<file path="config.mk">
export PLATFORM = sky130hd
export DESIGN_NAME = dram_command_timing_guard
export DESIGN_NICKNAME = d
export VERILOG_FILES = /design/src/rtl/timing_guard_pkg.sv /design/src/rtl/delay_count_if.sv /design/src/rtl/delay_counter.sv /design/src/rtl/dram_command_timing_guard.sv
export SDC_FILE = /design/constraint.sdc
export NUM_CORES = 1
export LEC_CHECK = 0
export BUFFER_PORTS_ARGS = -buffer_cell sky130_fd_sc_hd__buf_4
export CORE_ASPECT_RATIO = 2
export CORE_UTILIZATION = 50
export CTS_CLUSTER_DIAMETER = 80
export DETAILED_ROUTE_END_ITERATION = 6
export GPL_TIMING_DRIVEN = 0
export HOLD_SLACK_MARGIN = 0.1
export PLACE_DENSITY = 0.74
export REMOVE_ABC_BUFFERS = 1
export SYNTH_ARGS = -nofsm -noshare
export SYNTH_HDL_FRONTEND = slang
export SYNTH_SLANG_ARGS = --single-unit
</file>
<file path="constraint.sdc">
create_clock -name clk_sys_in -period 2.9 [get_ports clk_sys_in]
set_clock_uncertainty 0.1 [all_clocks]
set_input_delay 0.58 -clock clk_sys_in [delete_from_list [all_inputs] [get_ports clk_sys_in]]
set_output_delay 0.58 -clock clk_sys_in [all_outputs]
set_load 0.05 [all_outputs]
</file>
<file path="src/rtl/timing_guard_pkg.sv">
package timing_guard_pkg;
  localparam int unsigned CLK_PERIOD_PS        = 25000;
  // asynchronous termination switch window, in ps
  localparam int unsigned ASYNC_TERM_MIN_PS    = 2000;
  localparam int unsigned ASYNC_TERM_MAX_PS    = 8500;
  // leveling feedback latency per grade, in ps
  localparam int unsigned LEVEL_FB_FAST_PS     = 7500;
  localparam int unsigned LEVEL_FB_SLOW_PS     = 9000;
  localparam int unsigned CAL_SHORT_CYCLES     = 64;
  localparam int unsigned WRITE_START_LONG     = 4;
  localparam int unsigned WRITE_START_CHOP_MRS = 2;
  localparam int unsigned CNT_W                = 8;

  // least time rounds up, never below one cycle
  function automatic int unsigned cycles_up(input int unsigned ps);
    int unsigned n;
    n = (ps + CLK_PERIOD_PS - 1) / CLK_PERIOD_PS;
    return (n < 1) ? 1 : n;
  endfunction : cycles_up

  // longest time rounds down, never below one cycle
  function automatic int unsigned cycles_down(input int unsigned ps);
    int unsigned n;
    n = ps / CLK_PERIOD_PS;
    return (n < 1) ? 1 : n;
  endfunction : cycles_down

  localparam int unsigned ASYNC_TERM_CYCLES = cycles_up(ASYNC_TERM_MIN_PS);
  localparam int unsigned LEVEL_FB_FAST_CYC = cycles_down(LEVEL_FB_FAST_PS);
  localparam int unsigned LEVEL_FB_SLOW_CYC = cycles_down(LEVEL_FB_SLOW_PS);

  typedef enum logic [1:0] {
    OP_IDLE, OP_WAIT, OP_RUN
  } op_state_type;
endpackage : timing_guard_pkg
</file>
<file path="src/rtl/delay_count_if.sv">
`timescale 1ns/1ps
interface delay_count_if;
  import timing_guard_pkg::*;
  logic             load;
  logic [CNT_W-1:0] value;
  logic             busy;
  logic             done;
  modport owner (output load, output value, input busy, input done);
  modport timer (input load, input value, output busy, output done);
endinterface : delay_count_if

</file>
<file path="src/rtl/delay_counter.sv">
`timescale 1ns/1ps
module delay_counter
  import timing_guard_pkg::*;
(
  input wire logic  clk_sys_in,
  input wire logic  arst_n_in,
  delay_count_if.timer port
);
  logic [CNT_W-1:0] count;
  logic [CNT_W-1:0] next_count;
  logic             done_q;
  logic             next_done;

  always_comb begin
    next_count = count;
    next_done  = 1'b0;
    if (port.load) begin
      next_count = port.value;
    end else if (count != '0) begin
      next_count = count - 1'b1;
      next_done  = (count == CNT_W'(1));
    end
  end

  always_ff @(posedge clk_sys_in or negedge arst_n_in) begin
    if (!arst_n_in) begin
      count  <= '0;
      done_q <= 1'b0;
    end else begin
      count  <= next_count;
      done_q <= next_done;
    end
  end

  assign port.busy = (count != '0);
  assign port.done = done_q;
endmodule : delay_counter

</file>
<file path="src/rtl/dram_command_timing_guard.sv">
`timescale 1ns/1ps
// Summary of operation
// controller holds termination high 4 cycles alone or with chop-four write; the controller model always holds 6.
// controller holds termination high 6 cycles with burst-eight write.
// in frozen-loop power-down, termination follows control within 2-8.5 ns.
// controller waits 40 cycles after leveling entry before first strobe rise.
// controller waits 25 cycles after leveling entry before driving strobes.
// leveling feedback appears on data within 7.5 or 9 ns of strobe rise.
// cycle constraints count real clock edges, not elapsed time.
// after a timing violation the controller resets and reinitialises.
// nanosecond figures become cycle counts, rounded up; leveling feedback latency rounds down.
// write-to-power-down uses write recovery over period, rounded up; powerdown_out here ignores writes.
// internal write starts 4 cycles after latency, 2 for fixed chop four.
// power-down takes effect only after pending row operations complete.
// refresh-to-power-down may need the exit-to-locked-loop delay too.
// short calibration corrects its step within 64 cycles.
// only reads and synchronous termination need the locked loop.
// at most eight refreshes postponed; gap below nine intervals.
// controller waits 1 cycle after refresh before clock-enable low.
// controller keeps one down-counter per pending constraint.
module dram_command_timing_guard
  import timing_guard_pkg::*;
#(
  parameter bit SLOW_GRADE = 1'b0
) (
  // clock and reset
  input  wire logic             clk_sys_in,
  input  wire logic             arst_n_in,
  // command inputs, already on clk_sys_in
  input  wire logic             write_cmd_in,
  input  wire logic [3:0]       write_latency_in,
  input  wire logic             chop_fixed_in,
  input  wire logic             cal_short_cmd_in,
  input  wire logic             leveling_mode_in,
  input  wire logic             strobe_rise_in,
  input  wire logic             clock_enable_in,
  input  wire logic             row_op_busy_in,
  input  wire logic             loop_frozen_in,
  input  wire logic             term_control_in,
  input  wire logic             clock_sample_in,
  // status outputs
  output logic                  write_start_out,
  output logic                  cal_busy_out,
  output logic                  powerdown_out,
  output logic                  term_enable_out,
  output logic                  leveling_data_out
);
  import timing_guard_pkg::*;

  localparam logic [CNT_W-1:0] FB_CYC = SLOW_GRADE ?
    CNT_W'(LEVEL_FB_SLOW_CYC) : CNT_W'(LEVEL_FB_FAST_CYC);

  delay_count_if cal_if ();
  delay_counter u_cal (
    .clk_sys_in (clk_sys_in),
    .arst_n_in  (arst_n_in),
    .port       (cal_if.timer)
  );

  op_state_type     wr_state;
  op_state_type     next_wr_state;
  logic [CNT_W-1:0] wr_count;
  logic [CNT_W-1:0] next_wr_count;
  logic             next_write_start;
  logic             next_powerdown;
  logic [CNT_W-1:0] term_count;
  logic [CNT_W-1:0] next_term_count;
  logic             next_term_enable;
  logic [CNT_W-1:0] fb_count;
  logic [CNT_W-1:0] next_fb_count;
  logic             next_leveling_data;
  logic             fb_sample;
  logic             next_fb_sample;

  assign cal_if.load  = cal_short_cmd_in;
  assign cal_if.value = CNT_W'(CAL_SHORT_CYCLES);
  assign cal_busy_out = cal_if.busy;

  // edge counting, not time: jitter cannot shorten a count
  always_comb begin
    next_wr_state    = wr_state;
    next_wr_count    = wr_count;
    next_write_start = 1'b0;
    case (wr_state)
      OP_IDLE: begin
        if (write_cmd_in) begin
          next_wr_count = CNT_W'(write_latency_in) + (chop_fixed_in ?
            CNT_W'(WRITE_START_CHOP_MRS) : CNT_W'(WRITE_START_LONG));
          next_wr_state = OP_WAIT;
        end
      end
      OP_WAIT: begin
        next_wr_count = wr_count - 1'b1;
        if (wr_count == CNT_W'(1)) begin
          next_write_start = 1'b1;
          next_wr_state    = OP_IDLE;
        end
      end
      default: next_wr_state = OP_IDLE;
    endcase
  end

  // power-down waits for row operations in flight
  always_comb begin
    next_powerdown = !clock_enable_in && !row_op_busy_in;
  end

  // asynchronous termination modelled by cycle delay of the request
  always_comb begin
    next_term_count  = term_count;
    next_term_enable = term_enable_out;
    if (!loop_frozen_in) begin
      next_term_count  = '0;
      next_term_enable = term_control_in;
    end else if (term_control_in != term_enable_out) begin
      if (term_count >= CNT_W'(ASYNC_TERM_CYCLES - 1)) begin
        next_term_enable = term_control_in;
        next_term_count  = '0;
      end else begin
        next_term_count = term_count + 1'b1;
      end
    end else begin
      next_term_count = '0;
    end
  end

  // capture clock at strobe rise, present after feedback latency;
  // a later clock value must not leak into the reported sample
  always_comb begin
    next_fb_count      = fb_count;
    next_fb_sample     = fb_sample;
    next_leveling_data = leveling_data_out;
    if (!leveling_mode_in) begin
      next_fb_count      = '0;
      next_fb_sample     = 1'b0;
      next_leveling_data = 1'b0;
    end else if (strobe_rise_in) begin
      next_fb_count  = FB_CYC;
      next_fb_sample = clock_sample_in;
    end else if (fb_count != '0) begin
      next_fb_count = fb_count - 1'b1;
      if (fb_count == CNT_W'(1)) begin
        next_leveling_data = fb_sample;
      end
    end
  end

  always_ff @(posedge clk_sys_in or negedge arst_n_in) begin
    if (!arst_n_in) begin
      wr_state          <= OP_IDLE;
      wr_count          <= '0;
      write_start_out   <= 1'b0;
      powerdown_out     <= 1'b0;
      term_count        <= '0;
      term_enable_out   <= 1'b0;
      fb_count          <= '0;
      fb_sample         <= 1'b0;
      leveling_data_out <= 1'b0;
    end else begin
      wr_state          <= next_wr_state;
      wr_count          <= next_wr_count;
      write_start_out   <= next_write_start;
      powerdown_out     <= next_powerdown;
      term_count        <= next_term_count;
      term_enable_out   <= next_term_enable;
      fb_count          <= next_fb_count;
      fb_sample         <= next_fb_sample;
      leveling_data_out <= next_leveling_data;
    end
  end

  write_start_a : assert property (
    @(posedge clk_sys_in) disable iff (!arst_n_in)
    (wr_state == OP_IDLE && write_cmd_in && !chop_fixed_in &&
     write_latency_in == 4'h5) |-> ##10 write_start_out)
    else $error("internal write start late or early");

  write_chop_a : assert property (
    @(posedge clk_sys_in) disable iff (!arst_n_in)
    (wr_state == OP_IDLE && write_cmd_in && chop_fixed_in &&
     write_latency_in == 4'h5) |=> !write_start_out[*7] ##1 write_start_out)
    else $error("chop four write start wrong");

  cal_window_a : assert property (
    @(posedge clk_sys_in) disable iff (!arst_n_in)
    $rose(cal_if.load) |=> cal_busy_out[*8] ##57 !cal_busy_out)
    else $error("calibration window not 64 cycles");

  powerdown_hold_a : assert property (
    @(posedge clk_sys_in) disable iff (!arst_n_in)
    row_op_busy_in |=> !powerdown_out)
    else $error("power-down before row work finished");

  term_async_a : assert property (
    @(posedge clk_sys_in) disable iff (!arst_n_in)
    (loop_frozen_in && $changed(term_control_in)) |->
      term_enable_out != term_control_in)
    else $error("termination switched faster than 2 ns");

  leveling_off_a : assert property (
    @(posedge clk_sys_in) disable iff (!arst_n_in)
    !leveling_mode_in |=> !leveling_data_out)
    else $error("feedback driven outside leveling");

  leveling_latency_a : assert property (
    @(posedge clk_sys_in) disable iff (!arst_n_in)
    (leveling_mode_in && fb_count == CNT_W'(1) && !strobe_rise_in) |=>
      leveling_data_out == $past(fb_sample))
    else $error("leveling feedback not presented on time");

  term_follow_a : assert property (
    @(posedge clk_sys_in) disable iff (!arst_n_in)
    !loop_frozen_in |=> term_enable_out == $past(term_control_in))
    else $error("termination not following control");

  powerdown_entry_a : assert property (
    @(posedge clk_sys_in) disable iff (!arst_n_in)
    (!clock_enable_in && !row_op_busy_in) |=> powerdown_out)
    else $error("power-down not entered when idle");

  write_single_a : assert property (
    @(posedge clk_sys_in) disable iff (!arst_n_in)
    write_start_out |=> !write_start_out)
    else $error("internal write start longer than one cycle");
endmodule : dram_command_timing_guard

</file>
==> qor.txt, run 1 <==
result of the run: complete, but fails checks
violated checks: DRC
crit end category: output pin
number of DRC markers in iteration 0: 56
largest net degree at the start of global routing: 31
core footprint: 0.00323 mm2
portion of the post-synthesis area used by sequential elements: 43.9%
global-route wire length before repair: 6110 um
detailed-route wire length per cell: 15.7 um
setup slack at placement: 0.638 ns
Mapped Cells: 177
maximum resistive drop on vdd: 0.638 mV
type of the worst setup path: reg2out
CP peak stage delay: 0.59 ns
count of buffers from port buffering: 19
post_cts resized: 0
final weighted congestion of routability-driven global placement: 0.881
pwr/cell area: 839 mW/mm2
CTS tree: built
setup ws final: 0.342 ns
number of hold buffers added after CTS: 0
drt drc: 2
sequential power share: 41.4%
internal power contribution: 0.00101 W
effective utilization at floorplan: 53.0%
Detail Route Antenna Nets: 0
ordered cell list for the critical path: or4_4 -> or3_4 -> buf_4
Crit path arrival time: 1.88 ns
type of the tightest min-delay check: in2async
via count of the first global-routing pass: 1458
clock latency on the worst-skew pair: 0.28 ns
number of max-cap violations: 0
Syn. warnings: 0
proportion of layout cells with a drive suffix above 1: 17.2%
ant diodes: 0
worst-path cell with the longest stage delay: sky130_fd_sc_hd__or4_4
drt pass-1 iters: 6
total setup buffers inserted after CTS: 0
H-tree levels: 2
number of vias in the routed layout: 1454
Max Buffers Root-to-Sink: 2
Switching Share: 38.3%
number of nets in the layout: 225
most common cell after layout, fill and taps aside: sky130_fd_sc_hd__dfrtp_1
Clock Root Buffer: sky130_fd_sc_hd__clkbuf_8
critical path's top delay family: simple AND/OR/NAND/NOR gates
mean area per synthesized cell: 9.67 um2
min Tclk post-route: 2.56 ns
worst hold slack after final layout: 0.116 ns
element type at the critical path start: flop
reported net switching power: 0.000630 W
Row Count: 29
leakage power summed over all cells: 0.914 nW
aggregate negative setup slack: 0 ns
remaining global-route overflow: 0
Final Cycle Share: 88.2%
most frequent cells in the layout: 30 x sky130_fd_sc_hd__dfrtp_1, 19 x sky130_fd_sc_hd__buf_4, 16 x sky130_fd_sc_hd__inv_1
number of buffers created by CTS: 5
headroom to the max-slew limit: 58.1%
wl on met1: 1370 um
met2 wire len: 2030 um
final-layout fill cell count: 287
part of the total power dissipated in the clock network: 20.1%
top metal layer carrying routed signals: met4
number of pins exceeding their max-slew limit in the final report: 0
setup violators final: 0
antenna violations before repair: 0
area growth from synthesis to layout: 14.5%
# clock sinks: 30
required time of the critical path: 2.22 ns
achievable clock frequency: 391 MHz
actual transition at the worst max-transition pin: 0.622 ns
Avg Vias per Cell: 6.35
I/O Pins: 21
wire length after detailed routing: 3580 um
Hold Violations, Final: 0
Logic pwr share: 38.5%
library cells used by synthesis: 43
sum of buffers and inverters on the critical path: 1
critical-path maximum fanout: 6
clock-pin transition on the worst setup and hold timing paths: 0.06 ns
netlist area before placement: 0.00171 mm2
DR WL met3: 134 um
Total GRT Usage: 21.8%
die height: 84.7 um
Overall Power: 0.00164 W
placed wire-length estimate: 2700 um
area enclosed by the die boundary: 0.00368 mm2
synthesized flop and latch total: 30
RSZ-0062 raised after global routing: false
floorplan die width: 43.4 um
cells by family (layout without fill, tap and decap cells):
kind of cell	after synthesis	after routing	synth area share, %
AO/OA/AOI/OAI	44	44	18.1
XOR/XNOR	1	1	0.512
adder cells (fa/ha/maj)	10	10	7.75
buffers and inverters	20	41	4.46
flip-flops	30	30	43.9
multiplexers	5	5	3.29
AND/OR/NAND/NOR	67	67	22.1
registers in the layout, summed over array words and instances (netlist names):
signal             cells
fb_count               8
u_cal.count            8
wr_count               8
fb_sample              1
leveling_data_out      1
powerdown_out          1
term_enable_out        1
wr_state               1
write_start_out        1
through the flow:
stage | cells | util, % | cell area, um2
6_report | 229 | 60.7 | 1960
5_1_grt | 229 | 60.7 | 1960
4_1_cts | 229 | 60.7 | 1960
3_5_place_dp | 223 | 58.1 | 1880
3_3_place_gp | 223 | 58.1 | 1880
2_1_floorplan | 173 | - | 1700
power groups by stage:
stage | Clock (W) | Combinational (W) | Sequential (W)
2_1_floorplan | 0 | 0.000480 | 0.000654
5_1_grt | 0.000358 | 0.000707 | 0.000699
3_3_place_gp | 0 | 0.000590 | 0.000668
6_report | 0.000330 | 0.000633 | 0.000680
3_5_place_dp | 0 | 0.000630 | 0.000683
4_1_cts | 0.000341 | 0.000630 | 0.000676
synthesized netlist by cell type:
library cell / count / area [um2]
sky130_fd_sc_hd__dfrtp_1: 30 / 751
sky130_fd_sc_hd__inv_1: 16 / 60.1
sky130_fd_sc_hd__nor2_1: 13 / 48.8
sky130_fd_sc_hd__a21oi_1: 10 / 50.1
sky130_fd_sc_hd__nand2_1: 10 / 37.5
sky130_fd_sc_hd__ha_1: 9 / 113
sky130_fd_sc_hd__nand2b_1: 8 / 50.1
sky130_fd_sc_hd__o21ai_0: 7 / 35.0
sky130_fd_sc_hd__nor2b_1: 6 / 37.5
sky130_fd_sc_hd__a211oi_1: 5 / 37.5
sky130_fd_sc_hd__nor3_1: 5 / 25.0
sky130_fd_sc_hd__nor4_1: 5 / 31.3
sky130_fd_sc_hd__or4_1: 5 / 37.5
sky130_fd_sc_hd__or3_1: 4 / 25.0
sky130_fd_sc_hd__a211o_1: 3 / 26.3
sky130_fd_sc_hd__clkbuf_1: 3 / 11.3
sky130_fd_sc_hd__mux2i_1: 3 / 30.0
sky130_fd_sc_hd__nand3_1: 3 / 15.0
sky130_fd_sc_hd__o311ai_0: 3 / 26.3
sky130_fd_sc_hd__a21o_1: 2 / 15.0
sky130_fd_sc_hd__a22oi_1: 2 / 15.0
sky130_fd_sc_hd__a31oi_1: 2 / 12.5
sky130_fd_sc_hd__o41ai_1: 2 / 17.5
sky130_fd_sc_hd__or3b_2: 2 / 17.5
sky130_fd_sc_hd__a2111o_1: 1 / 11.3
sky130_fd_sc_hd__a31o_2: 1 / 8.76
sky130_fd_sc_hd__a32oi_1: 1 / 8.76
sky130_fd_sc_hd__buf_2: 1 / 5.00
sky130_fd_sc_hd__fa_1: 1 / 20.0
sky130_fd_sc_hd__mux2_2: 1 / 11.3
sky130_fd_sc_hd__mux2_4: 1 / 15.0
sky130_fd_sc_hd__nand4_1: 1 / 6.26
sky130_fd_sc_hd__nor3b_1: 1 / 7.51
sky130_fd_sc_hd__o211a_1: 1 / 10.0
sky130_fd_sc_hd__o211ai_1: 1 / 7.51
sky130_fd_sc_hd__o21a_1: 1 / 7.51
sky130_fd_sc_hd__o221a_2: 1 / 11.3
sky130_fd_sc_hd__o311ai_1: 1 / 8.76
sky130_fd_sc_hd__or2_2: 1 / 6.26
sky130_fd_sc_hd__or3_4: 1 / 11.3
sky130_fd_sc_hd__or4_4: 1 / 11.3
sky130_fd_sc_hd__or4b_1: 1 / 10.0
sky130_fd_sc_hd__xnor2_1: 1 / 8.76
routing by layer:
layer	up-vias	global-route usage (%)
met2	33	39.7
met1	727	23.0
li1	689	-
met5	-	0
met4	0	9.09
met3	5	4.95
worst paths after layout:
check,from,endpoint,slack [ns],cells after the start
hold / removal,arst_n_in,write_start_out,0.12,1
setup reg to reg,fb_count[5],fb_count[6],0.97,3
setup / recovery,u_cal.count[6],cal_busy_out,0.34,3
min in group clk_sys_in,term_control_in,term_enable_out,0.30,1
hold reg to reg,wr_count[7],wr_count[7],0.39,1
max in group asynchronous,arst_n_in,fb_count[4],2.30,1
final cells by class:
type | instances | area [um2] | share of cell area, %
clock buffer | 6 | 82.6 | 4.21
inverter | 16 | 60.1 | 3.07
multi-input combinational | 127 | 885 | 45.1
sequential | 30 | 751 | 38.3
tap | 31 | 38.8 | 1.98
timing repair buffer | 19 | 143 | 7.28
worst reg2reg max path: cells and delay by family (launching register included):
family / cells / cell delay (ns)
and+or+nand+nor: 2 / 1.23
AOI/OAI and AO/OA: 1 / 0.13
DFF: 1 / 0.40
Power figures use the tool's default switching activity.
==> run 2: changes to the inputs <==
--- a/config.mk
+++ b/config.mk
@@ -7,13 +7,11 @@
 export LEC_CHECK = 0
 export BUFFER_PORTS_ARGS = -buffer_cell sky130_fd_sc_hd__buf_4
 export CORE_ASPECT_RATIO = 2
-export CORE_UTILIZATION = 50
+export CORE_UTILIZATION = 40
 export CTS_CLUSTER_DIAMETER = 80
 export DETAILED_ROUTE_END_ITERATION = 6
 export GPL_TIMING_DRIVEN = 0
-export HOLD_SLACK_MARGIN = 0.1
-export PLACE_DENSITY = 0.74
-export REMOVE_ABC_BUFFERS = 1
+export PLACE_DENSITY = 0.63
 export SYNTH_ARGS = -nofsm -noshare
 export SYNTH_HDL_FRONTEND = slang
 export SYNTH_SLANG_ARGS = --single-unit
==> qor.txt, run 2 (synthesis gave the netlist of run 1 again) <==
clock latency on the worst-skew pair: 0.28 ns (about the same)
antenna violations before repair: 0 (unchanged)
end of the worst register-to-register path: u_cal.count[0]
Worst Reg2Reg Path Length in Cells: 3 (unchanged)
clock-pin transition on the worst setup and hold timing paths: 0.07 ns (about the same)
headroom to the max-slew limit: 54.0% (-4.1 points)
actual transition at the worst max-transition pin: 0.684 ns (+0.0615 ns)
largest net degree at the start of global routing: 31 (unchanged)
number of vias in the routed layout: 1429 (-1.7%)
number of DRC markers in iteration 0: 27 (-52%)
placed wire-length estimate: 2710 um (+0.14%)
number of nets in the layout: 228 (+1.3%)
number of buffers created by CTS: 5 (unchanged)
Crit path arrival time: 1.87 ns (about the same)
Final Cycle Share: 87.8% (-0.38 points)
die height: 94.5 um (+12%)
I/O Pins: 21 (unchanged)
required time of the critical path: 2.22 ns (about the same)
area enclosed by the die boundary: 0.00456 mm2 (+24%)
type of the worst setup path: reg2out
drt pass-1 iters: 4 (-2)
R2R setup slack: 0.99 ns (+0.02 ns)
Switching Share: 38.4% (+0.057 points)
post_cts resized: 0 (unchanged)
ant diodes: 0 (unchanged)
leakage power summed over all cells: 0.923 nW (+0.93%)
Clock Root Buffer: sky130_fd_sc_hd__clkbuf_8
achievable clock frequency: 393 MHz (+0.44%)
wire length after detailed routing: 3560 um (-0.59%)
part of the total power dissipated in the clock network: 21.1% (+1.0 points)
pwr/cell area: 831 mW/mm2 (-0.95%)
synthesized netlist net count: 203
crit end category: output pin
setup violators final: 0 (unchanged)
Logic pwr share: 37.9% (-0.6 points)
critical-path maximum fanout: 6 (unchanged)
count of buffers from port buffering: 18 (-1)
Hold Violations, Final: 0 (unchanged)
element type at the critical path start: flop
Final Instance Count excl. Fillers: 255 (+11%)
number of max-cap violations: 0 (unchanged)
Max Buffers Root-to-Sink: 2 (unchanged)
floorplan die width: 48.3 um (+11%)
drt drc: 0 (-2)
proportion of layout cells with a drive suffix above 1: 17.2% (+0.070 points)
sequential power share: 40.9% (-0.5 points)
remaining global-route overflow: 0 (unchanged)
total setup buffers inserted after CTS: 0 (unchanged)
Total GRT Usage: 19.1% (-2.7 points)
Detail Route Antenna Nets: 0 (unchanged)
Avg Vias per Cell: 5.60 (-12%)
result of the run: complete, no violations
aggregate negative setup slack: 0 ns (unchanged)
type of the tightest min-delay check: in2async
H-tree levels: 2 (unchanged)
Crit Reg-Reg Startpoint: u_cal.count[4]
CTS tree: built
# clock sinks: 30 (unchanged)
cell count after placement: 247 (+11%)
maximum resistive drop on vdd: 0.575 mV (-9.9%)
Row Count: 33 (+14%)
internal power contribution: 0.00103 W (+1.2%)
final weighted congestion of routability-driven global placement: 0.837 (-5.0%)
effective utilization at floorplan: 41.9% (-11 points)
most common cell after layout, fill and taps aside: sky130_fd_sc_hd__dfrtp_1
most frequent cells in the layout: 30 x sky130_fd_sc_hd__dfrtp_1, 18 x sky130_fd_sc_hd__buf_4, 16 x sky130_fd_sc_hd__inv_1
area growth from synthesis to layout: 17.0%
largest registers: fb_count x8, u_cal.count x8, wr_count x8
RSZ-0062 raised after global routing: false
core footprint: 0.00409 mm2 (+27%)
via count of the first global-routing pass: 1530 (+4.9%)
number of hold buffers added after CTS: 0 (unchanged)
reported net switching power: 0.000639 W (+1.4%)
detailed-route wire length per cell: 14.0 um (-11%)
global-route wire length before repair: 6340 um (+3.7%)
min Tclk post-route: 2.55 ns (-0.0111 ns)
number of pins exceeding their max-slew limit in the final report: 0 (unchanged)
-- run 2: cell count changes in the layout (fill, tap and decap cells not counted), sizes merged --
cell	delta
clkbuf	+4
clkinv	+1
-- run 2: layout make-up --
class                           count  area (um2)
Buffer                              4        16.3
Tap cell                           52        65.1
Sequential cell                    30         751
Inverter                           16        60.1
Clock inverter                      1        5.00
Clock buffer                        7        86.3
Multi-Input combinational cell    127         885
Timing Repair Buffer               18         135
Fill cell                         383        2080
-- run 2: power groups by stage --
stage          sequential (W)  combinational, W  clock, W
2_1_floorplan        0.000652          0.000489         0
3_3_place_gp         0.000672          0.000607         0
3_5_place_dp         0.000680          0.000636         0
4_1_cts              0.000675          0.000637  0.000364
5_1_grt              0.000706          0.000722  0.000385
6_report             0.000681          0.000632  0.000352
-- run 2: worst max-delay path: stages, from the launching register on --
cell and delay (ns):
sky130_fd_sc_hd__dfrtp_1 0.42, sky130_fd_sc_hd__or4_4 0.57, sky130_fd_sc_hd__or3_4 0.41, sky130_fd_sc_hd__buf_4 0.20
-- run 2: worst max-delay path by stage --
stage	startpoint	end	slack (ns)	depth (start not counted)
after global placement	u_cal.count[4]	cal_busy_out	0.68	3
final	u_cal.count[4]	cal_busy_out	0.35	3
after global routing	u_cal.count[3]	cal_busy_out	0.30	3
after floorplan	u_cal.count[4]	cal_busy_out	0.81	2
after detailed placement	u_cal.count[4]	cal_busy_out	0.66	3
after CTS	u_cal.count[4]	cal_busy_out	0.35	3
-- run 2: metal layers --
metal | up-vias | track usage, % | routed length (um)
li1 | 699 | - | -
met1 | 700 | 20.6 | 1450
met2 | 24 | 33.3 | 1960
met3 | 6 | 3.63 | 81
met4 | 0 | 8.33 | 69
met5 | - | 0 | 0
-- run 2: stage by stage --
step	setup slack (ns)	power, W	area [um2]	utilization, %	hold WS, ns
2_1_floorplan	0.812	0.00114	1710	-	0.184
3_3_place_gp	0.675	0.00128	1910	46.8	0.358
3_5_place_dp	0.658	0.00132	1910	46.8	0.365
4_1_cts	0.348	0.00168	2000	49.0	0.130
5_1_grt	0.298	0.00181	2000	49.0	0.146
6_report	0.353	0.00166	2000	49.0	0.115
==> run 3: changes to the inputs <==
--- a/config.mk
+++ b/config.mk
@@ -7,7 +7,9 @@
 export LEC_CHECK = 0
 export BUFFER_PORTS_ARGS = -buffer_cell sky130_fd_sc_hd__buf_4
 export CORE_ASPECT_RATIO = 2
+export CORE_MARGIN = 2
 export CORE_UTILIZATION = 40
+export CTS_BUF_LIST = sky130_fd_sc_hd__clkbuf_4 sky130_fd_sc_hd__clkbuf_8 sky130_fd_sc_hd__clkbuf_16
 export CTS_CLUSTER_DIAMETER = 80
 export DETAILED_ROUTE_END_ITERATION = 6
 export GPL_TIMING_DRIVEN = 0
==> qor.txt, run 3 (synthesis gave the netlist of run 1 again) <==
result of the run: complete, no violations
critical-path maximum fanout: 6 (unchanged)
area enclosed by the die boundary: 0.00485 mm2 (+6.3%)
floorplan die width: 50.3 um (+4.1%)
die height: 96.5 um (+2.1%)
Crit path arrival time: 1.89 ns (+0.02 ns)
area growth from synthesis to layout: 18.1%
via count of the first global-routing pass: 1477 (-3.5%)
Avg Vias per Cell: 5.61 (about the same)
clock-pin transition on the worst setup and hold timing paths: 0.07 ns (about the same)
Clock Root Buffer: sky130_fd_sc_hd__clkbuf_8
required time of the critical path: 2.22 ns (about the same)
M2 GR Usage: 30.4% (-3.0 points)
wire length after detailed routing: 3510 um (-1.5%)
I/O Pins: 21 (unchanged)
number of buffers created by CTS: 5 (unchanged)
most frequent cells in the layout: 30 x sky130_fd_sc_hd__dfrtp_1, 18 x sky130_fd_sc_hd__buf_4, 16 x sky130_fd_sc_hd__inv_1
largest net degree at the start of global routing: 31 (unchanged)
Max Buffers Root-to-Sink: 2 (unchanged)
number of hold buffers added after CTS: 0 (unchanged)
met1 track demand over resource: 18.1% (-2.6 points)
Hold Violations, Final: 0 (unchanged)
number of nets in the layout: 228 (unchanged)
global-route wire length before repair: 6370 um (+0.43%)
post_cts resized: 0 (unchanged)
final non-filler cell area: 0.00202 mm2 (+0.87%)
actual transition at the worst max-transition pin: 0.735 ns (+0.0512 ns)
CTS tree: built
crit end category: output pin
count of buffers from port buffering: 18 (unchanged)
synthesized netlist net count: 203 (unchanged)
H-tree levels: 2 (unchanged)
drt pass-1 iters: 4 (unchanged)
maximum resistive drop on vdd: 0.512 mV (-11%)
aggregate negative setup slack: 0 ns (unchanged)
detailed-route wire length per cell: 13.8 um (-1.5%)
final weighted congestion of routability-driven global placement: 0.821 (-1.9%)
Worst Reg2Reg Path Length in Cells: 3 (unchanged)
total setup buffers inserted after CTS: 0 (unchanged)
Row Count: 33 (unchanged)
type of the worst setup path: reg2out
placed wire-length estimate: 2650 um (-2.2%)
headroom to the max-slew limit: 50.5% (-3.4 points)
# clock sinks: 30 (unchanged)
Total GRT Usage: 17.3% (-1.8 points)
Placed Instance Area: 0.00191 mm2 (unchanged)
achievable clock frequency: 389 MHz (-0.98%)
RSZ-0062 raised after global routing: false
setup violators final: 0 (unchanged)
pwr/cell area: 854 mW/mm2 (+2.8%)
leakage power summed over all cells: 0.932 nW (+1.0%)
type of the tightest min-delay check: in2async
proportion of layout cells with a drive suffix above 1: 17.7% (+0.49 points)
element type at the critical path start: flop
remaining global-route overflow: 0 (unchanged)
effective utilization at floorplan: 41.9% (unchanged)
Detail Route Antenna Nets: 0 (unchanged)
Overall Power: 0.00173 W (+3.7%)
R2R setup slack: 0.99 ns (about the same)
number of max-cap violations: 0 (unchanged)
clock latency on the worst-skew pair: 0.29 ns (about the same)
min Tclk post-route: 2.57 ns (+0.0251 ns)
core footprint: 0.00409 mm2 (unchanged)
worst hold slack after final layout: 0.112 ns (-0.00220 ns)
number of vias in the routed layout: 1430 (+0.070%)
busiest metal layer after global routing: met2
most common cell after layout, fill and taps aside: sky130_fd_sc_hd__dfrtp_1
M3 GR Usage: 4.77% (+1.1 points)
Final Cycle Share: 88.7% (+0.87 points)
drt drc: 0 (unchanged)
number of pins exceeding their max-slew limit in the final report: 0 (unchanged)
ant diodes: 0 (unchanged)
number of DRC markers in iteration 0: 23 (-15%)
antenna violations before repair: 0 (unchanged)
largest registers: fb_count x8, u_cal.count x8, wr_count x8
[run 3: worst max-delay path: stages (launching register included)]
cell                      delay, ns
sky130_fd_sc_hd__dfrtp_1       0.41
sky130_fd_sc_hd__or4_4         0.58
sky130_fd_sc_hd__or3_4         0.41
sky130_fd_sc_hd__buf_4         0.20
[run 3: through the flow]
step / worst slack [ns] / std cells / utilization (%)
final: 0.328 / 255 / 49.4
after global routing: 0.277 / 255 / 49.4
after CTS: 0.309 / 255 / 49.4
after detailed placement: 0.638 / 247 / 46.8
after global placement: 0.669 / 247 / 46.8
after floorplan: 0.812 / 177 / -
[run 3: area by class of cell]
type | count | area [um2]
Multi-Input combinational cell | 127 | 885
Sequential cell | 30 | 751
Tap cell | 52 | 65.1
Clock inverter | 3 | 40.0
Clock buffer | 5 | 68.8
Inverter | 16 | 60.1
Buffer | 4 | 16.3
Timing Repair Buffer | 18 | 135
Fill cell | 388 | 2070
[run 3: final timing paths]
kind                            startpoint               to
max reg2reg                 u_cal.count[6]   u_cal.count[0]
min in group clk_sys_in    term_control_in  term_enable_out
min reg2reg                    wr_count[7]      wr_count[7]
max in group asynchronous        arst_n_in      fb_count[0]
max                         u_cal.count[6]     cal_busy_out
min                              arst_n_in      wr_count[5]
[run 3: power by group]
part,switching [W],internal [W],total (W)
clock network,0.000165,0.000253,0.000417
registers,0.000136,0.000541,0.000677
logic,0.000337,0.000295,0.000632
[run 3: layer usage]
metal	up-vias	part of all wire, %	wire (um)
li1	698	-	-
met1	699	39	1370
met2	27	56	1950
met3	6	4.0	141
met4	0	1.5	52
met5	-	0	0
